<file path="src/rtl/itc_pkg.sv">
package itc_pkg;

  localparam int          ADDR_W        = 8;
  localparam logic [7:0]  REG_CTRL_HIGH = 8'h00;
  localparam logic [7:0]  REG_RX_DATA   = 8'h04;
  localparam logic [7:0]  REG_RX_STAT   = 8'h08;
  localparam logic [7:0]  REG_IRQ_STAT  = 8'h0C;
  localparam logic [7:0]  REG_IRQ_MASK  = 8'h10;
  localparam logic [7:0]  REG_OWN_ADDR  = 8'h14;

  localparam logic [6:0]  CTRL_RESET     = 7'h00;
  localparam logic [6:0]  OWN_ADDR_RESET = 7'h2A;
  localparam logic [3:0]  IRQ_RESET      = 4'h0;
  localparam logic [7:0]  RX_RESET       = 8'h00;

  localparam int          IRQ_START     = 0;
  localparam int          IRQ_STOP      = 1;
  localparam int          IRQ_RX        = 2;
  localparam int          IRQ_OVF       = 3;
  localparam int          RXS_FULL      = 0;
  localparam int          RXS_OVF       = 1;

  localparam logic [1:0]  RESP_OKAY     = 2'h0;
  localparam logic [1:0]  RESP_SLVERR   = 2'h2;
  localparam logic [3:0]  BITS_PER_BYTE = 4'h8;

  // control high register, bits 6..0
  typedef struct packed {
    logic stop_irq_enable;
    logic start_irq_enable;
    logic overwrite_enable;
    logic sda_hold_select;
    logic target_collision_detect_enable;
    logic address_hold_enable;
    logic data_hold_enable;
  } itc_ctrl_t;

  // bus events seen by the line monitor
  typedef struct packed {
    logic start;
    logic stop;
    logic scl_rise;
    logic scl_fall;
    logic sda;
  } itc_evt_t;

endpackage

</file>
<file path="src/rtl/itc_bus_mon.sv">
`timescale 1ns/10ps
module itc_bus_mon
  import itc_pkg::*;
(
  input  wire logic     mclk_in,  // system clock
  input  wire logic     srst_in,  // sync reset, high
  input  wire logic     scl_in,   // serial clock pin
  input  wire logic     sda_in,   // serial data pin
  output itc_evt_t      evt_out   // decoded line events
);

  logic [1:0] scl_q;
  logic [1:0] sda_q;
  logic       scl_old_q;
  logic       sda_old_q;

  wire scl_s = scl_q[1];
  wire sda_s = sda_q[1];

  always_ff @(posedge mclk_in)
  begin
    if (srst_in)
    begin
      scl_q     <= 2'h3;
      sda_q     <= 2'h3;
      scl_old_q <= 1'b1;
      sda_old_q <= 1'b1;
    end
    else
    begin
      scl_q     <= {scl_q[0], scl_in};
      sda_q     <= {sda_q[0], sda_in};
      scl_old_q <= scl_s;
      sda_old_q <= sda_s;
    end
  end

  // start/stop: data moves while clock stays high
  assign evt_out.start    = scl_s & scl_old_q & sda_old_q & ~sda_s;
  assign evt_out.stop     = scl_s & scl_old_q & ~sda_old_q & sda_s;
  assign evt_out.scl_rise = scl_s & ~scl_old_q;
  assign evt_out.scl_fall = ~scl_s & scl_old_q;
  assign evt_out.sda      = sda_s;

endmodule

</file>
<file path="src/rtl/itc_top.sv">
`timescale 1ns/10ps
module itc_top
  import itc_pkg::*;
(
  input  wire logic              mclk_in,          // 50 MHz clock
  input  wire logic              srst_in,          // sync reset, high
  input  wire logic [ADDR_W-1:0] s_axi_awaddr_in,  // write address
  input  wire logic              s_axi_awvalid_in, // write addr valid
  output      logic              s_axi_awready_out,// write addr ready
  input  wire logic [31:0]       s_axi_wdata_in,   // write data
  input  wire logic [3:0]        s_axi_wstrb_in,   // byte strobes
  input  wire logic              s_axi_wvalid_in,  // write data valid
  output      logic              s_axi_wready_out, // write data ready
  output      logic [1:0]        s_axi_bresp_out,  // write response
  output      logic              s_axi_bvalid_out, // write resp valid
  input  wire logic              s_axi_bready_in,  // write resp ready
  input  wire logic [ADDR_W-1:0] s_axi_araddr_in,  // read address
  input  wire logic              s_axi_arvalid_in, // read addr valid
  output      logic              s_axi_arready_out,// read addr ready
  output      logic [31:0]       s_axi_rdata_out,  // read data
  output      logic [1:0]        s_axi_rresp_out,  // read response
  output      logic              s_axi_rvalid_out, // read data valid
  input  wire logic              s_axi_rready_in,  // read data ready
  input  wire logic              scl_in,           // serial clock pin
  input  wire logic              sda_in,           // serial data pin
  output      logic              sda_out,          // data drive level
  output      logic              sda_oe_out,       // data drive enable
  output      logic              irq_out           // interrupt level
);

  typedef enum logic [1:0] {ST_IDLE, ST_SHIFT, ST_ACK, ST_SKIP} itc_st_t;

  itc_evt_t   evt;
  itc_ctrl_t  ctrl_q;
  itc_st_t    st_q;
  logic [6:0] own_q;
  logic [7:0] shift_q;
  logic [3:0] cnt_q;
  logic       first_q;
  logic       ack_q;
  logic [7:0] rx_q;
  logic       full_q;
  logic       ovf_q;
  logic [3:0] irq_stat_q;
  logic [3:0] irq_mask_q;
  logic [ADDR_W-1:0] awaddr_q;
  logic       aw_have_q;
  logic [31:0] wdata_q;
  logic       wstrb0_q;
  logic       w_have_q;
  logic       bvalid_q;
  logic [1:0] bresp_q;
  logic       rvalid_q;
  logic [31:0] rdata_q;
  logic [1:0] rresp_q;

  itc_bus_mon u_mon
  (
    .mclk_in (mclk_in),
    .srst_in (srst_in),
    .scl_in  (scl_in),
    .sda_in  (sda_in),
    .evt_out (evt)
  );

  // ---------------- bus slave decode ----------------
  wire do_write = aw_have_q & w_have_q & ~bvalid_q;
  wire do_read  = s_axi_arvalid_in & ~rvalid_q;
  wire wr_ctrl  = do_write & wstrb0_q & (awaddr_q == REG_CTRL_HIGH);
  wire wr_rxs   = do_write & wstrb0_q & (awaddr_q == REG_RX_STAT);
  wire wr_mask  = do_write & wstrb0_q & (awaddr_q == REG_IRQ_MASK);
  wire wr_own   = do_write & wstrb0_q & (awaddr_q == REG_OWN_ADDR);
  wire wr_ok    = (awaddr_q == REG_CTRL_HIGH) | (awaddr_q == REG_RX_STAT) |
                  (awaddr_q == REG_IRQ_MASK) | (awaddr_q == REG_OWN_ADDR);
  wire rd_data  = do_read & (s_axi_araddr_in == REG_RX_DATA);
  wire rd_irq   = do_read & (s_axi_araddr_in == REG_IRQ_STAT);
  wire wr_ok_r  = (s_axi_araddr_in == REG_CTRL_HIGH) |
                  (s_axi_araddr_in == REG_RX_STAT) |
                  (s_axi_araddr_in == REG_IRQ_MASK) |
                  (s_axi_araddr_in == REG_OWN_ADDR);
  wire rd_ok    = wr_ok_r | (s_axi_araddr_in == REG_RX_DATA) |
                  (s_axi_araddr_in == REG_IRQ_STAT);

  // unused upper bits read as zero
  logic [31:0] rd_mux;
  always_comb
  begin
    rd_mux = 32'h0000_0000;
    case (s_axi_araddr_in)
      REG_CTRL_HIGH: rd_mux[6:0] = ctrl_q;
      REG_RX_DATA:   rd_mux[7:0] = rx_q;
      REG_RX_STAT:   rd_mux[1:0] = {ovf_q, full_q};
      REG_IRQ_STAT:  rd_mux[3:0] = irq_stat_q;
      REG_IRQ_MASK:  rd_mux[3:0] = irq_mask_q;
      REG_OWN_ADDR:  rd_mux[6:0] = own_q;
      default:       rd_mux      = 32'h0000_0000;
    endcase
  end

  assign s_axi_awready_out = ~aw_have_q;
  assign s_axi_wready_out  = ~w_have_q;
  assign s_axi_arready_out = ~rvalid_q;
  assign s_axi_bvalid_out  = bvalid_q;
  assign s_axi_bresp_out   = bresp_q;
  assign s_axi_rvalid_out  = rvalid_q;
  assign s_axi_rdata_out   = rdata_q;
  assign s_axi_rresp_out   = rresp_q;

  always_ff @(posedge mclk_in)
  begin
    if (srst_in)
    begin
      aw_have_q <= 1'b0;
      w_have_q  <= 1'b0;
      awaddr_q  <= '0;
      wdata_q   <= 32'h0000_0000;
      wstrb0_q  <= 1'b0;
      bvalid_q  <= 1'b0;
      bresp_q   <= RESP_OKAY;
    end
    else
    begin
      if (s_axi_awvalid_in & ~aw_have_q)
      begin
        aw_have_q <= 1'b1;
        awaddr_q  <= s_axi_awaddr_in;
      end
      if (s_axi_wvalid_in & ~w_have_q)
      begin
        w_have_q <= 1'b1;
        wdata_q  <= s_axi_wdata_in;
        wstrb0_q <= s_axi_wstrb_in[0];
      end
      if (do_write)
      begin
        aw_have_q <= 1'b0;
        w_have_q  <= 1'b0;
        bvalid_q  <= 1'b1;
        bresp_q   <= wr_ok ? RESP_OKAY : RESP_SLVERR;
      end
      else if (bvalid_q & s_axi_bready_in)
        bvalid_q <= 1'b0;
    end
  end

  always_ff @(posedge mclk_in)
  begin
    if (srst_in)
    begin
      rvalid_q <= 1'b0;
      rdata_q  <= 32'h0000_0000;
      rresp_q  <= RESP_OKAY;
    end
    else if (do_read)
    begin
      rvalid_q <= 1'b1;
      rdata_q  <= rd_mux;
      rresp_q  <= rd_ok ? RESP_OKAY : RESP_SLVERR;
    end
    else if (rvalid_q & s_axi_rready_in)
      rvalid_q <= 1'b0;
  end

  // ---------------- target receive path ----------------
  wire byte_done = (st_q == ST_SHIFT) & (cnt_q == BITS_PER_BYTE) &
                   evt.scl_fall;
  wire addr_hit  = shift_q[7:1] == own_q;
  wire take_byte = byte_done & (~first_q | addr_hit);
  // overwrite on: only a full buffer blocks the load
  wire accept_ow = ~full_q;
  // overwrite off: overflow also blocks the load
  wire accept_no = ~full_q & ~ovf_q;
  wire accept    = ctrl_q.overwrite_enable ? accept_ow : accept_no;
  wire load      = take_byte & accept;
  wire overflow  = take_byte & full_q;

  always_ff @(posedge mclk_in)
  begin
    if (srst_in | evt.stop)
      st_q <= ST_IDLE;
    else if (evt.start)
      st_q <= ST_SHIFT;
    else
    begin
      case (st_q)
        ST_IDLE:  st_q <= ST_IDLE;
        ST_SHIFT: if (byte_done) st_q <= load ? ST_ACK : ST_SKIP;
        ST_ACK:   if (evt.scl_fall)
                    st_q <= (first_q & shift_q[0]) ? ST_SKIP : ST_SHIFT;
        ST_SKIP:  st_q <= ST_SKIP;
        default:  st_q <= ST_IDLE;
      endcase
    end
  end

  always_ff @(posedge mclk_in)
  begin
    if (srst_in | evt.start)
    begin
      cnt_q   <= 4'h0;
      shift_q <= RX_RESET;
      first_q <= 1'b1;
    end
    else if (st_q == ST_SHIFT & evt.scl_rise & cnt_q != BITS_PER_BYTE)
    begin
      shift_q <= {shift_q[6:0], evt.sda};
      cnt_q   <= cnt_q + 4'h1;
    end
    else if (st_q == ST_ACK & evt.scl_fall)
    begin
      cnt_q   <= 4'h0;
      first_q <= 1'b0;
    end
  end

  // ack is driven through the ninth clock
  always_ff @(posedge mclk_in)
  begin
    if (srst_in)
      ack_q <= 1'b0;
    else if (load)
      ack_q <= 1'b1;
    else if (evt.scl_fall | evt.stop | evt.start)
      ack_q <= 1'b0;
  end

  assign sda_out    = 1'b0;
  assign sda_oe_out = ack_q;

  // holding register takes the byte on load
  always_ff @(posedge mclk_in)
  begin
    if (srst_in)
    begin
      rx_q   <= RX_RESET;
      full_q <= 1'b0;
      ovf_q  <= 1'b0;
    end
    else
    begin
      if (load)
        rx_q <= shift_q;
      full_q <= load | (full_q & ~rd_data);
      ovf_q  <= overflow | (ovf_q & ~(wr_rxs & wdata_q[RXS_OVF]));
    end
  end

  // ---------------- control and interrupts ----------------
  always_ff @(posedge mclk_in)
  begin
    if (srst_in)
    begin
      ctrl_q     <= CTRL_RESET;
      own_q      <= OWN_ADDR_RESET;
      irq_mask_q <= IRQ_RESET;
    end
    else
    begin
      if (wr_ctrl)
        ctrl_q <= wdata_q[6:0];
      if (wr_own)
        own_q <= wdata_q[6:0];
      if (wr_mask)
        irq_mask_q <= wdata_q[3:0];
    end
  end

  logic [3:0] irq_set;
  always_comb
  begin
    irq_set = 4'h0;
    // start or restart, gated by enable
    irq_set[IRQ_START] = evt.start & ctrl_q.start_irq_enable;
    irq_set[IRQ_STOP]  = evt.stop & ctrl_q.stop_irq_enable;
    irq_set[IRQ_RX]    = load;
    irq_set[IRQ_OVF]   = overflow;
  end

  // set wins over read-clear
  always_ff @(posedge mclk_in)
  begin
    if (srst_in)
      irq_stat_q <= IRQ_RESET;
    else
      irq_stat_q <= irq_set | (irq_stat_q & {4{~rd_irq}});
  end

  assign irq_out = |(irq_stat_q & irq_mask_q);

endmodule

</file>
<file path="config.mk">
export PLATFORM = sky130hd
export DESIGN_NAME = itc_top
export DESIGN_NICKNAME = d
export VERILOG_FILES = /design/src/rtl/itc_pkg.sv /design/src/rtl/itc_bus_mon.sv /design/src/rtl/itc_top.sv
export SDC_FILE = /design/constraint.sdc
export NUM_CORES = 1
export LEC_CHECK = 0
export ABC_CLOCK_PERIOD_IN_PS = 3300
export BUFFER_PORTS_ARGS = -buffer_cell sky130_fd_sc_hd__buf_2
export CAP_MARGIN = 20
export CORE_UTILIZATION = 30
export CTS_CLUSTER_SIZE = 28
export DETAILED_ROUTE_END_ITERATION = 6
export PLACE_DENSITY = 0.59
export SKIP_LAST_GASP = 1
export SLEW_MARGIN = 20
export SYNTH_ARGS = -nofsm -noshare
export SYNTH_HDL_FRONTEND = slang
export SYNTH_HIERARCHICAL = 1
export SYNTH_SLANG_ARGS = --single-unit
</file>
<file path="constraint.sdc">
create_clock -name mclk_in -period 3.3 [get_ports mclk_in]
set_input_delay 0.66 -clock mclk_in [delete_from_list [all_inputs] [get_ports mclk_in]]
set_output_delay 0.66 -clock mclk_in [all_outputs]
set_load 0.02 [all_outputs]
</file>
======== Yosys cells after proc, flatten, opt, wreduce, memory -nomap -nowiden ========
Cells that the tools add are included.
operators by class
  reduce and logical (&&, ||, !) cells .... 13
  eq/ne operators ......................... 18
  add/subtract/negate cells ............... 1
  muxes and demuxes ....................... 21
  bitwise gates (word level) .............. 69
operators by type and width
  cell                   count
  $and A1 B1 Y1          36
  $eq A8 B5 Y1 const B   4
  $eq A8 B4 Y1 const B   3
  $logic_not A8 Y1       2
  $not A1 Y1             15
  $or A1 B1 Y1           15
  $pmux W2 S6            1
  $mux W1                10
  $mux W2                5
  $pmux W2 S5            1
  $pmux W3 S3            1
  $and A4 B4 Y4          2
  $eq A8 B3 Y1 const B   1
  $mux W4                2
  $pmux W2 S4            1
  $reduce_bool A2 Y1     4
  $eq A7 B7 Y1           1
  $ne A3 B3 Y1 const B   2
  $reduce_and A2 Y1      3
  $add A4 B1 Y4 const B  1
  $eq A2 B2 Y1 const B   2
  $eq A4 B4 Y1 const B   1
  $ne A2 B2 Y1 const B   2
  $ne A4 B4 Y1 const B   1
  other kinds (5)        6
word-level totals
  flip-flop bits (word level) ............. 86
  bits of input ports ..................... 61

======== Longest topological paths before layout ========
Gate-level depths: netlist of the first run.
  word-level depth ........................ 9
  mapped depth ............................ 8
  depth with buffers taken out ............ 7

======== Cells and area by module ========
The synthesis of the first run kept the hierarchy.
by module, submodules not included
  module       area an instance (µm²)  cells each  instances
  itc_top      3593.4                  411         1
  itc_bus_mon  197.7                   17          1

======== Least setup slack after synthesis of the first run ========
Ideal clock, no wire load.
  kind .................................... input-to-reg
  start ................................... in s_axi_araddr_in[0]
  end ..................................... reg full_q
  data arrival time ....................... 1.904 ns
  buffers on the path ..................... 0
  stages .................................. 5
  path slack .............................. 1.264 ns
  required time ........................... 3.168 ns
  cells stage by stage .................... or4_4 -> or3_4 -> nor3b_2 -> nand2b_1 -> a21oi_1
between the ends
  cells in the longest elaborated chain, start to end .. 5
RTL lines
  item                  RTL line        text
  start, declared       itc_top.sv:17   input wire logic [ADDR_W-1:0] s_axi_araddr_in,
  $eq A8 B3 Y1          itc_top.sv:75   wire rd_data = do_read & (s_axi_araddr_in == REG_RX_DATA);
  $and A1 B1 Y1         itc_top.sv:75
  $not A1 Y1            itc_top.sv:243  full_q <= load | (full_q & ~rd_data);
  $and A1 B1 Y1         itc_top.sv:243
  $or A1 B1 Y1          itc_top.sv:243
  end signal, assigned  itc_top.sv:243
  end, declared         itc_top.sv:42   logic full_q;
No other way between the ends.
A chain may end at the register's enable or synchronous reset.

======== Worst setup path in the final report of the first run ========
  start ................................... reg cnt_q[0]
  end ..................................... reg cnt_q[3]
between the ends
  cells in the longest elaborated chain, start to end .. 3
  elaborated cells between the ends (all ways) .. 5
  those cells by class .................... add/sub (1); eq/ne (1); mux (1); bitwise (1); reduce/logical (1)
RTL lines
  item                                                                   RTL line        text
  start, declared                                                        itc_top.sv:38   logic [3:0] cnt_q;
  start signal, assigned                                                 itc_top.sv:207  cnt_q <= cnt_q + 4'h1;
  parallel branches: the longest is 3 deep, another holds $add A4 B1 Y4  -
Several ways; the timed one is not identified.

==> impl_metrics.tcl, run 1 <==
set metrics [dict create \
    outcome "finished, final reports clean" \
    fin_crit_ns 2.06 \
    die_area_mm2 0.0131 \
    wl_per_cell_um 12.9 \
    htree_levels 3 \
    layout.nets 527 \
    post-synth-top-area-cell "dfxtp_1" \
    dp_hpwl_mm 5.93 \
    synth-edff-count 0 \
    crit_arrival_ns 2.33 \
    timing.final.crit_share 0.625 \
    drt_iter0_markers 165 \
    fin_hold_ws_ns 0.402 \
    die_w_um 114 \
    core_area_mm2 0.0122 \
    cts.path.max_buffers 2 \
    ir_worst_vdd_mv 0.300 \
    yosysUniqueCellTypes 46 \
    initial_core_util 0.312 \
    row_count 40 \
    setup_viol 0 \
    finalClockSkew_ns 0.00807 \
    cts_root_buffer "clkbuf_16" \
    routed_wl_mm 8.19 \
    hold_viol_final 0 \
    postSynthAreaPerCell_um2 8.86 \
    ys_seq_area_frac 0.444 \
    tightest_slew_ns 0.873 \
    synth_ff_type "dfxtp_1" \
    cp_cell_sequence "inv_1 -> ha_1 -> nand3b_1 -> and3_1 -> nand4_1 -> or2_2 -> a21oi_1" \
    nFillCells 1236 \
    critical-path-max-stage-delay_ns 0.59 \
    grt_max_degree 37 \
    instances_no_fill 637 \
    yosysWarnings 6 \
    insertion_delay_ns 0.33 \
    leakage_nw 1.72 \
    post-synth-top-area-fraction 0.444 \
    worstSetupEndpointType "register" \
    final-seq-area_mm2 0.00168 \
    syn_area_mm2 0.00379 \
    vias 2993 \
    slew_headroom 0.417 \
    multi_input_area_mm2 0.00185 \
    fin_setup_tns_ns 0 \
    port_buffers 49 \
    hold_path_class "reg2reg" \
    area_delta_synth_final_pct 15.4 \
    cp_max_fo 14 \
    viasPerCell 4.70 \
    critPathLaunchType "register" \
    gp_congestion 0.829 \
    total_power_mw 2.26 \
    holdBufCountCts 0 \
    async_flop_share 0 \
    drc 0 \
    cts_tree "done" \
    syn_inst 428 \
    max_clock_freq_mhz 485 \
    crit_slowest_cell "and3_1" \
    synthTopCellsByArea "dfxtp_1 44%, mux2i_1 8.7%, nor2_1 5.7%" \
    clkSlewWorstSetupHoldPaths_ns 0.06 \
    rsz0062_at_grt "no" \
    num_antenna_cells 0 \
    maxSlewViolCount 0 \
    placedCellCount 621 \
    powerDensity_mw_per_mm2 517 \
    antenna_found_initial 0 \
    cap_violations 0 \
    final_core_utilization 0.360 \
    die_h_um 114 \
    ys_seq_elements 84 \
    postRouteAntennaNets 0 \
    cts_buffers 9 \
    first_pass_iters 4 \
    critPathRequiredTime_ns 3.57 \
    grt_pass1_vias 2893 \
    crit_type "reg2reg" \
    cts_setup_buffers 0 \
    grt_use_total 0.134 \
    grt_overflow 0 \
    grt_pass1_wl_mm 13.7 \
    ios 105 \
    cts_sinks 84 \
    drive_gt1_frac 0.173 \
    post_cts_resized 0 \
]
==> per-layer routing <==
layer  track usage  vias up  share of wire
met1         0.169     1413           0.48
met5             0        -              0
met3        0.0291       10          0.039
met2         0.220       79           0.47
li1              -     1491              -
met4        0.0571        0          0.012
==> report_power, final <==
group          switching [mW]  internal (mW)  total [mW]
logic                   0.102         0.0533       0.155
registers              0.0187           1.04        1.05
clock network           0.400          0.652        1.05
==> registers in the layout, indices dropped and copies added, names as in the netlist, 2 cells and up <==
register	flops
awaddr_q	8
cnt_q	4
ctrl_q	7
irq_mask_q	4
irq_stat_q	4
own_q	7
rx_q	8
s_axi_rdata_out	8
shift_q	8
st_q	2
u_mon/scl_q	2
u_mon/sda_q	2
wdata_q	7
==> worst max-delay path: cells and delay by family, from the launching register on <==
family                     cells  cell delay (ns)
adders and majority gates      1             0.19
AOI/OAI and AO/OA              1             0.14
buffers and inverters          1             0.08
DFF                            1             0.37
and+or+nand+nor                4             1.21
==> per-stage QoR <==
step / instance area, um2 / worst slack [ns]
3_5_place_dp: 4050 / 1.06
4_1_cts: 4380 / 1.20
5_1_grt: 4380 / 1.04
3_3_place_gp: 4050 / 1.10
6_report: 4380 / 1.24
2_1_floorplan: 3890 / 1.26
==> cells by family (layout without fill, tap and decap cells) <==
family	count (synthesis)	after routing	share of synthesized area
mux	39	39	0.111
buf+inv	67	82	0.0954
xor+xnor	7	7	0.0162
flops	84	84	0.444
compound gates	86	86	0.139
simple gates	142	142	0.188
fa+ha+maj	2	2	0.00660
other cells	1	27	0.000989
==> cell usage after synthesis (2+ instances only) <==
library cell and number:
a211o_1 3, a21oi_1 31, a22oi_1 14, and4b_1 2
buf_2 4, buf_4 28, clkbuf_1 19, dfxtp_1 84
ha_1 2, inv_1 15, mux2_2 4, mux2i_1 33
mux4_2 2, nand2_1 23, nand2b_1 3, nand3_1 12
nand3b_1 2, nand4_1 12, nor2_1 58, nor2b_1 8
nor3_1 2, nor4_1 2, o21a_1 3, o21ai_0 27
o22ai_1 3, or2_1 6, or2_2 2, xnor2_1 4
xor2_1 3
==> placed cells by master (no fill, tap or decap), types with 2 or more instances in the layout <==
master and count:
and4b_1 2, o21ai_0 27, xor2_1 3, a22oi_1 14
mux4_2 2, xnor2_1 4, mux2i_1 33, buf_2 49
or2_1 6, conb_1 27, nand2_1 23, nor2_1 58
mux2_2 4, nand3b_1 2, o22ai_1 3, ha_1 2
buf_4 2, nor3_1 2, o21a_1 3, nor2b_1 8
nor4_1 2, or2_2 2, clkbuf_16 9, nand2b_1 3
clkbuf_8 3, inv_1 15, a21oi_1 31, a211o_1 3
dfxtp_1 84, nand4_1 12, nand3_1 12
==> cell type report <==
class / count / area share
Multi-Input combinational cell: 303 / 0.422
Clock buffer: 12 / 0.0609
Tap cell: 168 / 0.0480
Clock inverter: 4 / 0.0126
Inverter: 15 / 0.0129
Sequential cell: 84 / 0.384
Timing Repair Buffer: 51 / 0.0595
==> final timing paths <==
check / start / end / slack [ns] / depth (start not counted)
hold reg to reg: u_mon/scl_q[0] / u_mon/scl_q[1] / 0.40 / 1
hold / removal: u_mon/scl_q[0] / u_mon/scl_q[1] / 0.40 / 1
setup reg to reg: cnt_q[0] / cnt_q[3] / 1.24 / 7
setup / recovery: cnt_q[0] / cnt_q[3] / 1.24 / 7
Power figures use the tool's default switching activity.
==> run 2, diff against run 1 <==
--- a/config.mk
+++ b/config.mk
@@ -5,7 +5,7 @@
 export SDC_FILE = /design/constraint.sdc
 export NUM_CORES = 1
 export LEC_CHECK = 0
-export ABC_CLOCK_PERIOD_IN_PS = 3300
+export ABC_CLOCK_PERIOD_IN_PS = 1900
 export BUFFER_PORTS_ARGS = -buffer_cell sky130_fd_sc_hd__buf_2
 export CAP_MARGIN = 20
 export CORE_UTILIZATION = 30
==> constraint.sdc (replaced) <==
create_clock -name mclk_in -period 1.9 [get_ports mclk_in]
set_input_delay 0.38 -clock mclk_in [delete_from_list [all_inputs] [get_ports mclk_in]]
set_output_delay 0.38 -clock mclk_in [all_outputs]
set_load 0.02 [all_outputs]
==> impl_metrics.tcl, run 2 (synthesized netlist as in run 1, its figures left out) <==
set metrics [dict create \
    area_delta_synth_final_pct 18.6 \
    setup_ws_ns 0.133 \
    grt_max_degree 44 \
    ir_worst_vdd_mv 0.640 \
    layout.nets 550 \
    placedCellCount 642 \
    critical-path-max-stage-delay_ns 0.44 \
    tightest_slew_ns 0.737 \
    clkSlewWorstSetupHoldPaths_ns 0.06 \
    post-place-ws_ns -0.0139 \
    timing.rr.start "own_q[0]" \
    hold_path_class "in2reg" \
    reg2regPathDepth 6 \
    maxSlewViolCount 0 \
    core_area_mm2 0.0122 \
    crit_top_cell "nand4_1" \
    insertion_delay_ns 0.34 \
    grt_overflow 0 \
    cp_max_fo 5 \
    drive_gt1_frac 0.207 \
    vias 3037 \
    outcome "finished, final reports clean" \
    fin_setup_tns_ns 0 \
    gp_congestion 0.779 \
    routed_wl_mm 8.18 \
    instances_no_fill 660 \
    cts_sinks 84 \
    dp_hpwl_mm 6.17 \
    crit_start "own_q[0]" \
    worstSetupEndpointType "register" \
    leakage_nw 1.81 \
    htree_levels 3 \
    fin_hold_ws_ns 0.224 \
    fin_crit_ns 1.77 \
    grt_use_total 0.137 \
    layout_commonest_cell "dfxtp_1" \
    cp_cell_sequence "xnor2_1 -> nand4_1 -> o41ai_4 -> buf_4 -> nand4_1 -> a21oi_1" \
    cpLargestDelayFamily "compound AO/OA/AOI/OAI gates" \
    hold-path-cell-count 2 \
    hold_viol_final 0 \
    first_pass_iters 4 \
    post_cts_resized 0 \
    cap_violations 0 \
    cts_root_buffer "clkbuf_16" \
    min_from "scl_in" \
    antenna_found_initial 0 \
    initial_core_util 0.312 \
    grt_pass1_wl_mm 13.9 \
    crit_type "reg2reg" \
    max_clock_freq_mhz 566 \
    die_w_um 114 \
    grt_pass1_vias 2896 \
    row_count 40 \
    drc 0 \
    critPathLaunchType "register" \
    crit_cells 6 \
    rsz0062_at_grt "no" \
    viasPerCell 4.60 \
    port_buffers 49 \
    critPathBufInv 1 \
    nFillCells 1245 \
    die_area_mm2 0.0131 \
    timing.final.crit_share 0.930 \
    layout_common_cells "84 x dfxtp_1, 58 x nor2_1, 49 x buf_2, 33 x mux2i_1, 31 x a21oi_1" \
    crit_arrival_ns 2.03 \
    setup_viol 0 \
    slew_headroom 0.509 \
    drt_iter0_markers 183 \
    wl_per_cell_um 12.4 \
    die_h_um 114 \
    powerDensity_mw_per_mm2 825 \
    critPathRequiredTime_ns 2.16 \
    postRouteAntennaNets 0 \
    num_antenna_cells 0 \
    cts_tree "done" \
    crit_slowest_cell "o41ai_4" \
    finalClockSkew_ns 0.00546 \
    cts_buffers 9 \
    ios 105 \
    cts.path.max_buffers 2 \
]
[run 2: worst paths after layout]
check | endpoint | slack [ns]
max | rx_q[6] | 0.13
min | u_mon/scl_q[0] | 0.22
min reg2reg | u_mon/sda_q[1] | 0.40
max reg2reg | rx_q[6] | 0.13
[run 2: stage by stage]
step,power (mW),utilization,instance area [um2]
after detailed placement,2.16,0.346,4210
after global placement,2.15,0.346,4210
after floorplan,2.11,-,3890
final,3.71,0.370,4500
after global routing,3.87,0.370,4500
after CTS,3.76,0.369,4480
[run 2: per-layer routing]
layer,vias to the layer above,share of wire,global-route usage,routed length [um]
li1,1537,-,-,-
met1,1392,0.46,0.178,3780
met2,94,0.47,0.219,3830
met3,14,0.047,0.0206,388
met4,0,0.022,0.0719,177
met5,-,0,0,0
[run 2: power breakdown]
group,internal (mW),switching (mW),total [mW]
Sequential,1.80,0.0302,1.83
Clock,0.917,0.677,1.59
Combinational,0.107,0.181,0.288
Total,2.82,0.888,3.71
[run 2: area by class of cell]
type	instances	area, um2	area share
inverter	15	56.3	0.0125
tap	168	210	0.0467
timing repair buffer	74	433	0.0962
sequential	84	1680	0.374
multi-input combinational	303	1850	0.410
clock inverter	4	25.0	0.00556
clock buffer	12	246	0.0548
[run 2: worst reg2reg max path: stages (launching register included)]
cell	delay (ns)
dfxtp_1	0.42
xnor2_1	0.17
nand4_1	0.19
o41ai_4	0.44
buf_4	0.19
nand4_1	0.10
a21oi_1	0.18
[run 2: repair_timing]
item / 4_1_cts / 5_1_grt
hold buffers: 0 / 0
setup endpoints to repair: 0 / 4
setup buffers: 0 / 2
==> run 3, diff against run 2 <==
--- a/config.mk
+++ b/config.mk
@@ -8,10 +8,11 @@
 export ABC_CLOCK_PERIOD_IN_PS = 1900
 export BUFFER_PORTS_ARGS = -buffer_cell sky130_fd_sc_hd__buf_2
 export CAP_MARGIN = 20
-export CORE_UTILIZATION = 30
+export CORE_MARGIN = 5
+export CORE_UTILIZATION = 52
 export CTS_CLUSTER_SIZE = 28
 export DETAILED_ROUTE_END_ITERATION = 6
-export PLACE_DENSITY = 0.59
+export PLACE_DENSITY = 0.87
 export SKIP_LAST_GASP = 1
 export SLEW_MARGIN = 20
 export SYNTH_ARGS = -nofsm -noshare
==> impl_metrics.tcl, run 3 (synthesized netlist as in run 1, its figures left out) <==
set metrics [dict create \
    clkSlewWorstSetupHoldPaths_ns 0.09 \
    critPathLaunchType "register" \
    area_delta_synth_final_pct 12.3 \
    cts_sinks 84 \
    grt_overflow 0 \
    grt_max_degree 70 \
    grt_use_total 0.188 \
    busiest_layer "met2" \
    dp_hpwl_mm 6.13 \
    num_antenna_cells 0 \
    drt_iter0_markers 228 \
    timing.final.crit_share 0.921 \
    maxSlewViolCount 0 \
    setup_viol 0 \
    row_count 31 \
    cts_buffers 9 \
    tightest_slew_ns 0.654 \
    layout_common_cells "84 x dfxtp_1, 58 x nor2_1, 49 x buf_2, 33 x mux2i_1, 31 x a21oi_1" \
    reg2regPathDepth 5 \
    timing.rr.start "own_q[5]" \
    first_pass_iters 5 \
    setup_ws_ns 0.150 \
    slew_headroom 0.564 \
    critPathRequiredTime_ns 2.14 \
    post-place-ws_ns -0.0294 \
    outcome "finished, final reports clean" \
    hold_viol_final 0 \
    cts_root_buffer "clkbuf_8" \
    finalClockSkew_ns 0.00893 \
    viasPerCell 5.35 \
    final_cell_area_mm2 0.00426 \
    grt_pass1_vias 2884 \
    final_core_utilization 0.594 \
    min_from "scl_in" \
    initial_core_util 0.528 \
    placedCellCount 565 \
    cts_tree "done" \
    fin_crit_ns 1.75 \
    grtUsageMet1 0.224 \
    die_area_mm2 0.00910 \
    ios 105 \
    cts_setup_buffers 0 \
    crit_start "own_q[5]" \
    drc 0 \
    drive_gt1_frac 0.199 \
    instances_no_fill 581 \
    postRouteAntennaNets 0 \
    hold_path_class "in2reg" \
    grtUsageMet3 0.0671 \
    die_w_um 95.4 \
    core_area_mm2 0.00718 \
    final-seq-area_mm2 0.00168 \
    fin_hold_ws_ns 0.199 \
    leakage_nw 1.73 \
    powerDensity_mw_per_mm2 763 \
    ir_worst_vdd_mv 0.617 \
    nFillCells 633 \
    vias 3111 \
    worstSetupEndpointType "register" \
    multi_input_area_mm2 0.00185 \
    insertion_delay_ns 0.36 \
    hold-path-cell-count 2 \
    cap_violations 0 \
    grt.met2_usage 0.318 \
    dpl_cell_area_mm2 0.00408 \
    antenna_found_initial 0 \
    cp_max_fo 9 \
    layout.nets 540 \
    crit_type "reg2reg" \
    die_h_um 95.4 \
    holdBufCountCts 0 \
    wl_per_cell_um 14.3 \
    routed_wl_mm 8.31 \
    grt_pass1_wl_mm 13.3 \
    layout_commonest_cell "dfxtp_1" \
    crit_arrival_ns 1.99 \
    cts.path.max_buffers 2 \
    gp_congestion 0.858 \
    rsz0062_at_grt "no" \
    port_buffers 49 \
    max_clock_freq_mhz 572 \
    htree_levels 3 \
]
-- run 3: what timing repair did --
action                                  CTS  global route
gates resized for setup                   0             2
endpoints found under the setup margin    0             9
endpoints found under the hold margin     0             0
-- run 3: layout make-up --
class,count,share of cell area
Multi-Input combinational cell,303,0.435
Timing Repair Buffer,64,0.0870
Sequential cell,84,0.395
Inverter,15,0.0132
Clock inverter,7,0.0118
Tap cell,99,0.0291
Clock buffer,9,0.0291
-- run 3: per-layer routing --
layer  up-vias  part of all wire
li1       1515                 -
met4         0             0.014
met2       121              0.50
met5         -                 0
met3        15             0.070
met1      1460              0.42
-- run 3: worst paths after layout --
path | to | slack [ns]
setup reg to reg | rx_q[6] | 0.15
hold reg to reg | u_mon/scl_q[1] | 0.42
hold / removal | u_mon/scl_q[0] | 0.20
setup / recovery | rx_q[6] | 0.15
-- run 3: where the power goes --
part	leakage [nW]	total [mW]	switching, mW	internal, mW
combinational	0.954	0.293	0.185	0.107
clock	0.0937	1.13	0.649	0.481
sequential	0.682	1.83	0.0308	1.80
total	1.73	3.25	0.865	2.38
-- run 3: stage by stage --
stage	setup TNS, ns	total power [mW]
2_1_floorplan	0	2.11
5_1_grt	0	3.39
3_5_place_dp	-0.0294	2.16
4_1_cts	0	3.28
3_3_place_gp	0	2.15
6_report	0	3.25
-- run 3: worst max-delay path: stages (launching register included) --
cell	delay, ns
dfxtp_1	0.43
xnor2_1	0.14
nand4_1	0.19
o41a_1	0.49
o21ai_0	0.27
a21oi_1	0.10
